[src/fmpc_params.svh]
// Constants for the flyback mode and protection sequencer.
// Assumes inclusion by bare name from the package and design files.
`ifndef FMPC_PARAMS_SVH
`define FMPC_PARAMS_SVH
// ==========================================================================
// Register byte offsets.
`define FMPC_OFF_CTRL 12'h000
`define FMPC_OFF_STAT 12'h004
`define FMPC_OFF_IRQ 12'h008
`define FMPC_OFF_MASK 12'h00C
// ==========================================================================
// Control field positions.
`define FMPC_CTRL_EN 0
`define FMPC_CTRL_DEPTH_LO 8
`define FMPC_CTRL_DEPTH_HI 15
// Reset value of the control register: enabled, jitter depth 5 percent.
`define FMPC_CTRL_RST 32'h0000_0501
// ==========================================================================
// Timing: clock rate and jitter frequency.
`define FMPC_CLK_HZ 10000000
`define FMPC_JIT_HZ 9000
// Half period of the jitter square wave, rounded down.
`define FMPC_JIT_HALF (`FMPC_CLK_HZ / (2 * `FMPC_JIT_HZ))
// Consecutive overvoltage cycles needed to trip.
`define FMPC_OV_TRIP 4
// Period and on time of the latched-mode start-up source recycling.
`define FMPC_HV_PERIOD 10000
`define FMPC_HV_ON 5000
// Event bits of the interrupt and mask registers.
`define FMPC_EV_BURST_IN 0
`define FMPC_EV_BURST_OUT 1
`define FMPC_EV_OV_TRIP 2
`define FMPC_EV_LOCKOUT 3
`define FMPC_EV_W 4
`endif

[src/fmpc_pkg.sv]
// Types shared by the flyback mode and protection sequencer.
// Assumes the constants header is present in the same folder.
`include "fmpc_params.svh"
package fmpc_pkg;
  // ========================================================================
  // Sequencer states, Gray coded along start, run, trip, restart.
  typedef enum logic [1:0] {
    FMPC_WAIT = 2'b00,
    FMPC_RUN = 2'b01,
    FMPC_TRIP = 2'b11,
    FMPC_REARM = 2'b10
  } fmpc_state_e;
endpackage

[src/fmpc_ctrl.sv]
// Flyback controller mode and overvoltage protection sequencer.
// Assumes comparator levels already synchronous to pclk and an APB master.
//
// Added by the designer: the register offsets and the APB interface to the registers.
`timescale 1ns/1ps
`include "fmpc_params.svh"

// Behaviour
// - Feedback below entry threshold enters burst, gate off.
// - Feedback back at threshold resumes switching.
// - Burst bursts use fixed peak clamp.
// - Burst entry selects lowered lockout threshold.
// - Above exit threshold restores normal lockout.
// - Lockout holds gate output low.
// - 9 kHz 50 percent jitter square wave.
// - Jitter depth defaults to 5 percent.
// - Capture sense winding at demagnetization.
// - Capture above reference flags overvoltage.
// - Trip after four consecutive flagged cycles.
// - Unflagged cycle clears the counter.
// - Auto-restart or latched chosen at build.
// - Auto-restart waits restart level then turn-on.
// - Latched keeps stopped, recycles start-up source.
// - Latch clears only below restart level.
// - Turn-on level starts operation, source off.
module fmpc_ctrl #(
  parameter bit LATCHED = 1'b0,
  parameter int OV_TRIP = `FMPC_OV_TRIP,
  parameter int HV_PERIOD = `FMPC_HV_PERIOD,
  parameter int HV_ON = `FMPC_HV_ON
) (
  // Clock, reset and clock enable.
  input wire logic pclk,
  input wire logic presetn,
  input wire logic clk_en,
  // APB slave.
  input wire logic psel,
  input wire logic penable,
  input wire logic pwrite,
  input wire logic [11:0] paddr,
  input wire logic [31:0] pwdata,
  output logic [31:0] prdata,
  output logic pready,
  output logic pslverr,
  // Comparator levels from the analogue front end.
  input wire logic feedback_below_entry,
  input wire logic feedback_above_exit,
  input wire logic feedback_at_entry,
  input wire logic supply_at_turn_on,
  input wire logic supply_below_lockout,
  input wire logic supply_below_restart,
  input wire logic sense_winding_above_ref,
  input wire logic demag_strobe,
  input wire logic switch_request,
  // Outputs to gate drive and analogue blocks.
  output logic gate_drive,
  output logic peak_clamp_sel,
  output logic lowered_lockout_sel,
  output logic jitter_wave,
  output logic [7:0] jitter_depth,
  output logic hv_startup_en,
  output logic irq
);
  localparam int JIT_HALF = `FMPC_JIT_HALF;

  // ========================================================================
  // Elaboration checks.
  initial begin
    if (OV_TRIP < 1 || OV_TRIP > 15) begin
      $error("OV_TRIP out of range");
    end
    if (HV_ON < 1 || HV_ON >= HV_PERIOD || HV_PERIOD > 65535) begin
      $error("HV timing out of range");
    end
  end

  // ========================================================================
  // Input register stage, one flop per comparator level.
  logic fb_lo_r, fb_hi_r, fb_at_r, on_r, lock_r, rst_lvl_r;
  logic ov_r, demag_r, req_r;
  // Comparators are synchronous to pclk, so one stage retimes them.
  always_ff @(posedge pclk or negedge presetn) begin
    if (!presetn) begin
      fb_lo_r <= 1'b0;
      fb_hi_r <= 1'b0;
      fb_at_r <= 1'b0;
      on_r <= 1'b0;
      lock_r <= 1'b1;
      rst_lvl_r <= 1'b1;
      ov_r <= 1'b0;
      demag_r <= 1'b0;
      req_r <= 1'b0;
    end else if (clk_en) begin
      fb_lo_r <= feedback_below_entry;
      fb_hi_r <= feedback_above_exit;
      fb_at_r <= feedback_at_entry;
      on_r <= supply_at_turn_on;
      lock_r <= supply_below_lockout;
      rst_lvl_r <= supply_below_restart;
      ov_r <= sense_winding_above_ref;
      demag_r <= demag_strobe;
      req_r <= switch_request;
    end
  end

  // ========================================================================
  // Registers.
  logic [31:0] ctrl_r;
  logic [`FMPC_EV_W-1:0] irq_stat_r, mask_r, ev;
  logic [31:0] rd_nxt;
  logic wr_acc, rd_acc;
  fmpc_pkg::fmpc_state_e st_r;
  logic burst_r, ov_seen_r;
  logic [3:0] ov_cnt_r;

  assign wr_acc = psel && penable && pwrite;
  assign rd_acc = psel && !penable && !pwrite;

  // Read mux; unmapped addresses read zero and signal an error.
  function automatic logic mapped(input logic [11:0] a);
    mapped = (a == `FMPC_OFF_CTRL) || (a == `FMPC_OFF_STAT) ||
             (a == `FMPC_OFF_IRQ) || (a == `FMPC_OFF_MASK);
  endfunction

  always_comb begin
    rd_nxt = 32'h0000_0000;
    unique case (paddr)
      `FMPC_OFF_CTRL: rd_nxt = ctrl_r;
      `FMPC_OFF_STAT: rd_nxt = {26'h0, ov_cnt_r, burst_r,
                                (st_r == fmpc_pkg::FMPC_TRIP)};
      `FMPC_OFF_IRQ: rd_nxt = {28'h0, irq_stat_r};
      `FMPC_OFF_MASK: rd_nxt = {28'h0, mask_r};
      default: rd_nxt = 32'h0000_0000;
    endcase
  end

  // APB answer: ready in the access cycle, data loaded in setup.
  always_ff @(posedge pclk or negedge presetn) begin
    if (!presetn) begin
      prdata <= 32'h0000_0000;
      pready <= 1'b0;
      pslverr <= 1'b0;
    end else if (clk_en) begin
      pready <= psel && !penable;
      pslverr <= psel && !penable && !mapped(paddr);
      if (rd_acc) begin
        prdata <= rd_nxt;
      end
    end
  end

  // Control and mask registers written in the access phase.
  always_ff @(posedge pclk or negedge presetn) begin
    if (!presetn) begin
      ctrl_r <= `FMPC_CTRL_RST;
      mask_r <= '0;
    end else if (clk_en && wr_acc && pready) begin
      if (paddr == `FMPC_OFF_CTRL) begin
        ctrl_r <= pwdata;
      end
      if (paddr == `FMPC_OFF_MASK) begin
        mask_r <= pwdata[`FMPC_EV_W-1:0];
      end
    end
  end

  // Sticky events; a new event wins over a write-one clear.
  always_ff @(posedge pclk or negedge presetn) begin
    if (!presetn) begin
      irq_stat_r <= '0;
    end else if (clk_en) begin
      if (wr_acc && pready && paddr == `FMPC_OFF_IRQ) begin
        irq_stat_r <= (irq_stat_r & ~pwdata[`FMPC_EV_W-1:0]) | ev;
      end else begin
        irq_stat_r <= irq_stat_r | ev;
      end
    end
  end

  always_ff @(posedge pclk or negedge presetn) begin
    if (!presetn) begin
      irq <= 1'b0;
    end else if (clk_en) begin
      irq <= |(irq_stat_r & mask_r);
    end
  end

  // ========================================================================
  // Burst mode and adaptive lockout selection.
  always_ff @(posedge pclk or negedge presetn) begin
    if (!presetn) begin
      burst_r <= 1'b0;
      lowered_lockout_sel <= 1'b0;
    end else if (clk_en) begin
      if (!burst_r && fb_lo_r) begin
        burst_r <= 1'b1;
      end else if (burst_r && fb_at_r) begin
        burst_r <= 1'b0;
      end
      if (fb_lo_r) begin
        lowered_lockout_sel <= 1'b1;
      end else if (fb_hi_r) begin
        lowered_lockout_sel <= 1'b0;
      end
    end
  end

  // Clamp selected while switching bursts run in burst operation.
  always_ff @(posedge pclk or negedge presetn) begin
    if (!presetn) begin
      peak_clamp_sel <= 1'b0;
    end else if (clk_en) begin
      peak_clamp_sel <= lowered_lockout_sel && !fb_hi_r;
    end
  end

  // ========================================================================
  // Jitter square wave: equal halves give the 50 percent duty.
  logic [9:0] jit_cnt_r;
  always_ff @(posedge pclk or negedge presetn) begin
    if (!presetn) begin
      jit_cnt_r <= '0;
      jitter_wave <= 1'b0;
      jitter_depth <= 8'h00;
    end else if (clk_en) begin
      jitter_depth <= ctrl_r[`FMPC_CTRL_DEPTH_HI:`FMPC_CTRL_DEPTH_LO];
      if (jit_cnt_r == 10'(JIT_HALF - 1)) begin
        jit_cnt_r <= '0;
        jitter_wave <= !jitter_wave;
      end else begin
        jit_cnt_r <= jit_cnt_r + 10'h001;
      end
    end
  end

  // ========================================================================
  // Overvoltage sample and consecutive counter, once per demag strobe.
  logic ov_hit;
  assign ov_hit = demag_r && ov_r && (ov_cnt_r == 4'(OV_TRIP - 1));
  always_ff @(posedge pclk or negedge presetn) begin
    if (!presetn) begin
      ov_cnt_r <= '0;
      ov_seen_r <= 1'b0;
    end else if (clk_en) begin
      if (st_r != fmpc_pkg::FMPC_RUN) begin
        ov_cnt_r <= '0;
      end else if (demag_r) begin
        ov_seen_r <= ov_r;
        if (ov_r) begin
          ov_cnt_r <= ov_hit ? '0 : ov_cnt_r + 4'h1;
        end else begin
          ov_cnt_r <= '0;
        end
      end
    end
  end

  // ========================================================================
  // Sequencer: wait for turn-on, run, trip, rearm after restart level.
  always_ff @(posedge pclk or negedge presetn) begin
    if (!presetn) begin
      st_r <= fmpc_pkg::FMPC_WAIT;
    end else if (clk_en) begin
      unique case (st_r)
        fmpc_pkg::FMPC_WAIT: if (on_r) st_r <= fmpc_pkg::FMPC_RUN;
        fmpc_pkg::FMPC_RUN: begin
          if (ov_hit) begin
            st_r <= fmpc_pkg::FMPC_TRIP;
          end else if (lock_r) begin
            st_r <= fmpc_pkg::FMPC_WAIT;
          end
        end
        fmpc_pkg::FMPC_TRIP: begin
          // Both builds leave the trip only at the restart level.
          if (rst_lvl_r) begin
            st_r <= fmpc_pkg::FMPC_REARM;
          end
        end
        fmpc_pkg::FMPC_REARM: if (on_r) st_r <= fmpc_pkg::FMPC_RUN;
      endcase
    end
  end

  // Latched variant: start-up source recycled by a period counter.
  logic [15:0] hv_cnt_r;
  always_ff @(posedge pclk or negedge presetn) begin
    if (!presetn) begin
      hv_cnt_r <= '0;
    end else if (clk_en) begin
      if (st_r != fmpc_pkg::FMPC_TRIP ||
          hv_cnt_r == 16'(HV_PERIOD - 1)) begin
        hv_cnt_r <= '0;
      end else begin
        hv_cnt_r <= hv_cnt_r + 16'h0001;
      end
    end
  end

  // Start-up source and gate outputs.
  always_ff @(posedge pclk or negedge presetn) begin
    if (!presetn) begin
      hv_startup_en <= 1'b1;
      gate_drive <= 1'b0;
    end else if (clk_en) begin
      unique case (st_r)
        fmpc_pkg::FMPC_TRIP:
          hv_startup_en <= LATCHED ? (hv_cnt_r < 16'(HV_ON)) : 1'b0;
        fmpc_pkg::FMPC_RUN: hv_startup_en <= 1'b0;
        default: hv_startup_en <= !on_r;
      endcase
      gate_drive <= req_r && !lock_r && !burst_r && ctrl_r[`FMPC_CTRL_EN]
                    && st_r == fmpc_pkg::FMPC_RUN;
    end
  end

  // Events for the interrupt register.
  always_comb begin
    ev = '0;
    ev[`FMPC_EV_BURST_IN] = clk_en && !burst_r && fb_lo_r;
    ev[`FMPC_EV_BURST_OUT] = clk_en && burst_r && fb_at_r;
    ev[`FMPC_EV_OV_TRIP] = clk_en && st_r == fmpc_pkg::FMPC_RUN && ov_hit;
    ev[`FMPC_EV_LOCKOUT] = clk_en && st_r == fmpc_pkg::FMPC_RUN && lock_r;
  end

  // ========================================================================
  // Checks.
  chk_gate_lockout: assert property (@(posedge pclk) disable iff (!presetn)
    lock_r && clk_en |=> !gate_drive) else $error("gate on in lockout");
  chk_gate_burst: assert property (@(posedge pclk) disable iff (!presetn)
    burst_r && clk_en |=> !gate_drive) else $error("gate on in burst");
  chk_burst_entry: assert property (@(posedge pclk) disable iff (!presetn)
    clk_en && fb_lo_r |=> burst_r) else $error("burst not entered");
  chk_lockout_low: assert property (@(posedge pclk) disable iff (!presetn)
    clk_en && fb_lo_r |=> lowered_lockout_sel) else $error("no low uvlo");
  chk_lockout_norm: assert property (@(posedge pclk) disable iff (!presetn)
    clk_en && fb_hi_r && !fb_lo_r |=> !lowered_lockout_sel)
    else $error("uvlo not restored");
  chk_ov_clear: assert property (@(posedge pclk) disable iff (!presetn)
    clk_en && demag_r && !ov_r |=> ov_cnt_r == 4'h0)
    else $error("counter not cleared");
  chk_ov_once: assert property (@(posedge pclk) disable iff (!presetn)
    clk_en && !demag_r && st_r == fmpc_pkg::FMPC_RUN |=> $stable(ov_cnt_r))
    else $error("counter moved without strobe");
  chk_trip_hold: assert property (@(posedge pclk) disable iff (!presetn)
    st_r == fmpc_pkg::FMPC_TRIP |=> !gate_drive) else $error("trip gate");
  chk_trip_cause: assert property (@(posedge pclk) disable iff (!presetn)
    $rose(st_r == fmpc_pkg::FMPC_TRIP) |-> $past(ov_cnt_r) == 4'(OV_TRIP - 1))
    else $error("trip without count");
  chk_jit_half: assert property (@(posedge pclk) disable iff (!presetn)
    clk_en && jit_cnt_r != 10'(JIT_HALF - 1) |=> $stable(jitter_wave))
    else $error("jitter toggled early");
endmodule

[config.mk]
export PLATFORM = sky130hd
export DESIGN_NAME = fmpc_ctrl
export DESIGN_NICKNAME = d
export VERILOG_FILES = /design/src/fmpc_pkg.sv /design/src/fmpc_ctrl.sv
export VERILOG_INCLUDE_DIRS = /design/src
export SDC_FILE = /design/constraint.sdc
export NUM_CORES = 1
export LEC_CHECK = 0
export ABC_CLOCK_PERIOD_IN_PS = 2100
export BUFFER_PORTS_ARGS = -buffer_cell sky130_fd_sc_hd__buf_2
export CAP_MARGIN = 20
export CORE_UTILIZATION = 38
export DETAILED_ROUTE_END_ITERATION = 8
export GPL_TIMING_DRIVEN = 0
export PLACE_DENSITY = 0.64
export SLEW_MARGIN = 25
export SYNTH_ARGS = -nofsm -noshare
export SYNTH_HDL_FRONTEND = slang
export SYNTH_SLANG_ARGS = --single-unit
[constraint.sdc]
create_clock -name pclk -period 2.1 [get_ports pclk]
set_input_delay 0.21 -clock pclk [delete_from_list [all_inputs] [get_ports pclk]]
set_output_delay 0.21 -clock pclk [all_outputs]
set_load 0.05 [all_outputs]
==> flow_summary.json <==
{
  "finalSetupViolations": 0,
  "tightest_slew_ns": 0.618,
  "synth_area_um2": 4690,
  "grt_max_degree": 75,
  "syn_nets": 411,
  "status": "finished clean",
  "top_level_ports": 107,
  "cp_slowest_cell": "or4_1",
  "cp.arrival_ns": 2.20,
  "layout-drive-gt1-share": 0.432,
  "first_iter_violations": 147,
  "critPathBufInv": 0,
  "rsz0062_at_grt": "no",
  "start_util": 0.391,
  "regToRegSetupSlack_ns": 0.18,
  "areaGrowthSynthToFinish_pct": 28.6,
  "crit_family": "simple AND/OR/NAND/NOR gates",
  "fmax_ghz": 0.521,
  "grt_pass1_wl_um": 17100,
  "antenna_found_initial": 0,
  "io_buffer_count": 104,
  "clkSlewWorstSetupHoldPaths_ns": 0.05,
  "required_ns": 2.39,
  "grt_usage": 0.177,
  "drc": 0,
  "crit_type": "reg -> reg",
  "cts_setup_buffers": 0,
  "cp.depth": 4,
  "grt_pass1_vias": 3377,
  "cts-root-buf": "clkbuf_16",
  "ff2ff_path_depth": 4,
  "cts.sinks": 114,
  "syn_avg_cell_area_um2": 13.4,
  "clockBufferDepth": 2,
  "layout_common_cells": "108 x buf_2, 108 x dfrtp_1, 55 x mux2_2, 30 x nand2_1, 26 x a22o_1",
  "maxCapViolations": 0,
  "yosysWarnings": 0,
  "cts_tree": "done",
  "dp_slack_ns": -0.337,
  "crit_fanout": 7,
  "slew_headroom": 0.586,
  "holdWs_ns": 0.0363,
  "die_h_um": 113,
  "worst_slack_ns": 0.182,
  "finalMaxSlewViolations": 0,
  "placed_area_um2": 5430,
  "critPathCapture": "jit_cnt_r[1]$_DFFE_PN0P_",
  "fillCellCount": 1101,
  "min_period_ns": 1.92,
  "worstPathCellList": "or4_1, nor4_4, nor2_1, mux2_2",
  "htreeDepth": 4,
  "start_kind": "register",
  "ys_ff_latch": 114,
  "drtPass1Iterations": 4,
  "std_cell_rows": 40,
  "final.setup_skew_ns": 0.00540,
  "final_area_um2": 6030,
  "p_total_w": 0.00567,
  "hp-class": "in -> reg",
  "yosysSeqAreaShare": 0.609,
  "setup_tns_ns": 0,
  "rr_startpoint": "jit_cnt_r[2]$_DFFE_PN0P_",
  "period_share": 0.913,
  "design.core.area_um2": 12000,
  "endpoint_kind": "register",
  "finalWirelength_um": 10400,
  "critPathMaxStageDelay_ns": 0.58,
  "peakVddDrop_mv": 0.492,
  "clk-insertion-delay-late_ns": 0.40,
  "n_antenna_cell": 0,
  "grt.overflow.total": 0,
  "syn_inst": 349,
  "cts_buffers": 17,
  "startpoint": "jit_cnt_r[2]$_DFFE_PN0P_",
  "yosys.cell_types.count": 42,
  "hold_viol_final": 0,
  "leakagePower_nw": 3.02,
  "powerDensity_nw_per_um2": 940,
  "rr_endpoint": "jit_cnt_r[1]$_DFFE_PN0P_",
  "final_nets": 536,
  "die_w_um": 113,
  "die_area_um2": 12800,
  "avgRoutedWirePerCell_um": 16.4,
  "drtAntennaViolNets": 0,
  "num_vias": 3256,
  "place.gp.congestion": 0.767,
  "vias_per_cell": 5.14,
  "dp_hpwl_um": 7190
}
cell type report:
type                    count  area (um2)  share of cell area
plain buffers              18        88.8              0.0147
clock buffers              27         533              0.0883
clock inverters             4        45.0             0.00747
inverters                   5        18.8             0.00311
multi-input cells         212        1740               0.288
flip-flops and latches    114        2860               0.474
well taps                 147         184              0.0305
repair buffers            106         564              0.0935
Yosys cell counts (all sizes together):
library cell,n,area [um2]
nor2,9,33.8
ha,3,37.5
o2bb2ai,1,8.76
nand4,8,50.1
or3b,1,8.76
dfrtp,108,2700
mux2i,2,20.0
a31oi,3,18.8
dfstp,6,158
and2,1,6.26
inv,5,18.8
a32o,3,30.0
xnor2,4,35.0
a21o,1,7.51
clkbuf,9,33.8
nand3,4,20.0
nor4bb,1,10.0
o22ai,2,12.5
nand2b,4,25.0
nor2b,3,18.8
nand2,30,113
mux4,4,90.1
nor4b,1,23.8
nor3,3,15.0
xor2,4,35.0
a22o,26,228
o31ai,1,7.51
nand3b,3,22.5
or3,2,12.5
nor4,2,33.8
mux2,55,619
buf,9,55.1
a21oi,7,35.0
a22oi,2,15.0
or4,3,26.3
and4,3,26.3
o21ai,16,80.1
state kept, by name, summed over array words and instances (netlist names), 2 cells and up:
register	flops
prdata	32
st_r	2
mask_r	4
jit_cnt_r	10
ov_cnt_r	4
jitter_depth	8
irq_stat_r	4
ctrl_r	32
how the worst min path moves through the flow:
stage                                  from                      to  slack [ns]  cells past startpoint
after global routing             pwdata[30]  ctrl_r[30]$_DFFE_PN0P_        0.02                      2
final                     feedback_at_entry     fb_at_r$_DFFE_PN0P_        0.04                      2
after global placement           pwdata[24]  ctrl_r[24]$_DFFE_PN0P_        0.44                      2
after detailed placement            presetn   prdata[8]$_DFFE_PN0P_        0.15                      1
after CTS                        pwdata[27]  ctrl_r[27]$_DFFE_PN0P_        0.01                      2
after floorplan                     presetn     burst_r$_DFFE_PN0P_       -0.09                      0
timing repair:
item,in CTS,in global routing
hold buffers,1,0
endpoints found under the hold margin,38,0
setup endpoints to repair,0,33
resized for setup,0,2
cell families after synthesis:
family / synth area share
compound gates: 0.0944
xor+xnor: 0.0149
fa+ha+maj: 0.00800
buf+inv: 0.0229
flops: 0.609
mux: 0.155
simple gates: 0.0949
metal layers:
metal  routed length, um  track usage
met1                4580        0.225
met3                 617       0.0557
met4                 303       0.0939
met2                4860        0.269
met5                   0            0
metrics by stage:
step                cells   util
CTS                   633  0.501
floorplan             349      -
finish                633  0.502
detailed placement    601  0.452
global route          633  0.502
global placement      600  0.449
power by group:
| group | internal [W] | switching [W] |
|---|---|---|
| sequential | 0.00232 | 0.000138 |
| clock | 0.00183 | 0.000914 |
| combinational | 0.000198 | 0.000269 |
No activity file was read; power rests on OpenSTA's default activity.
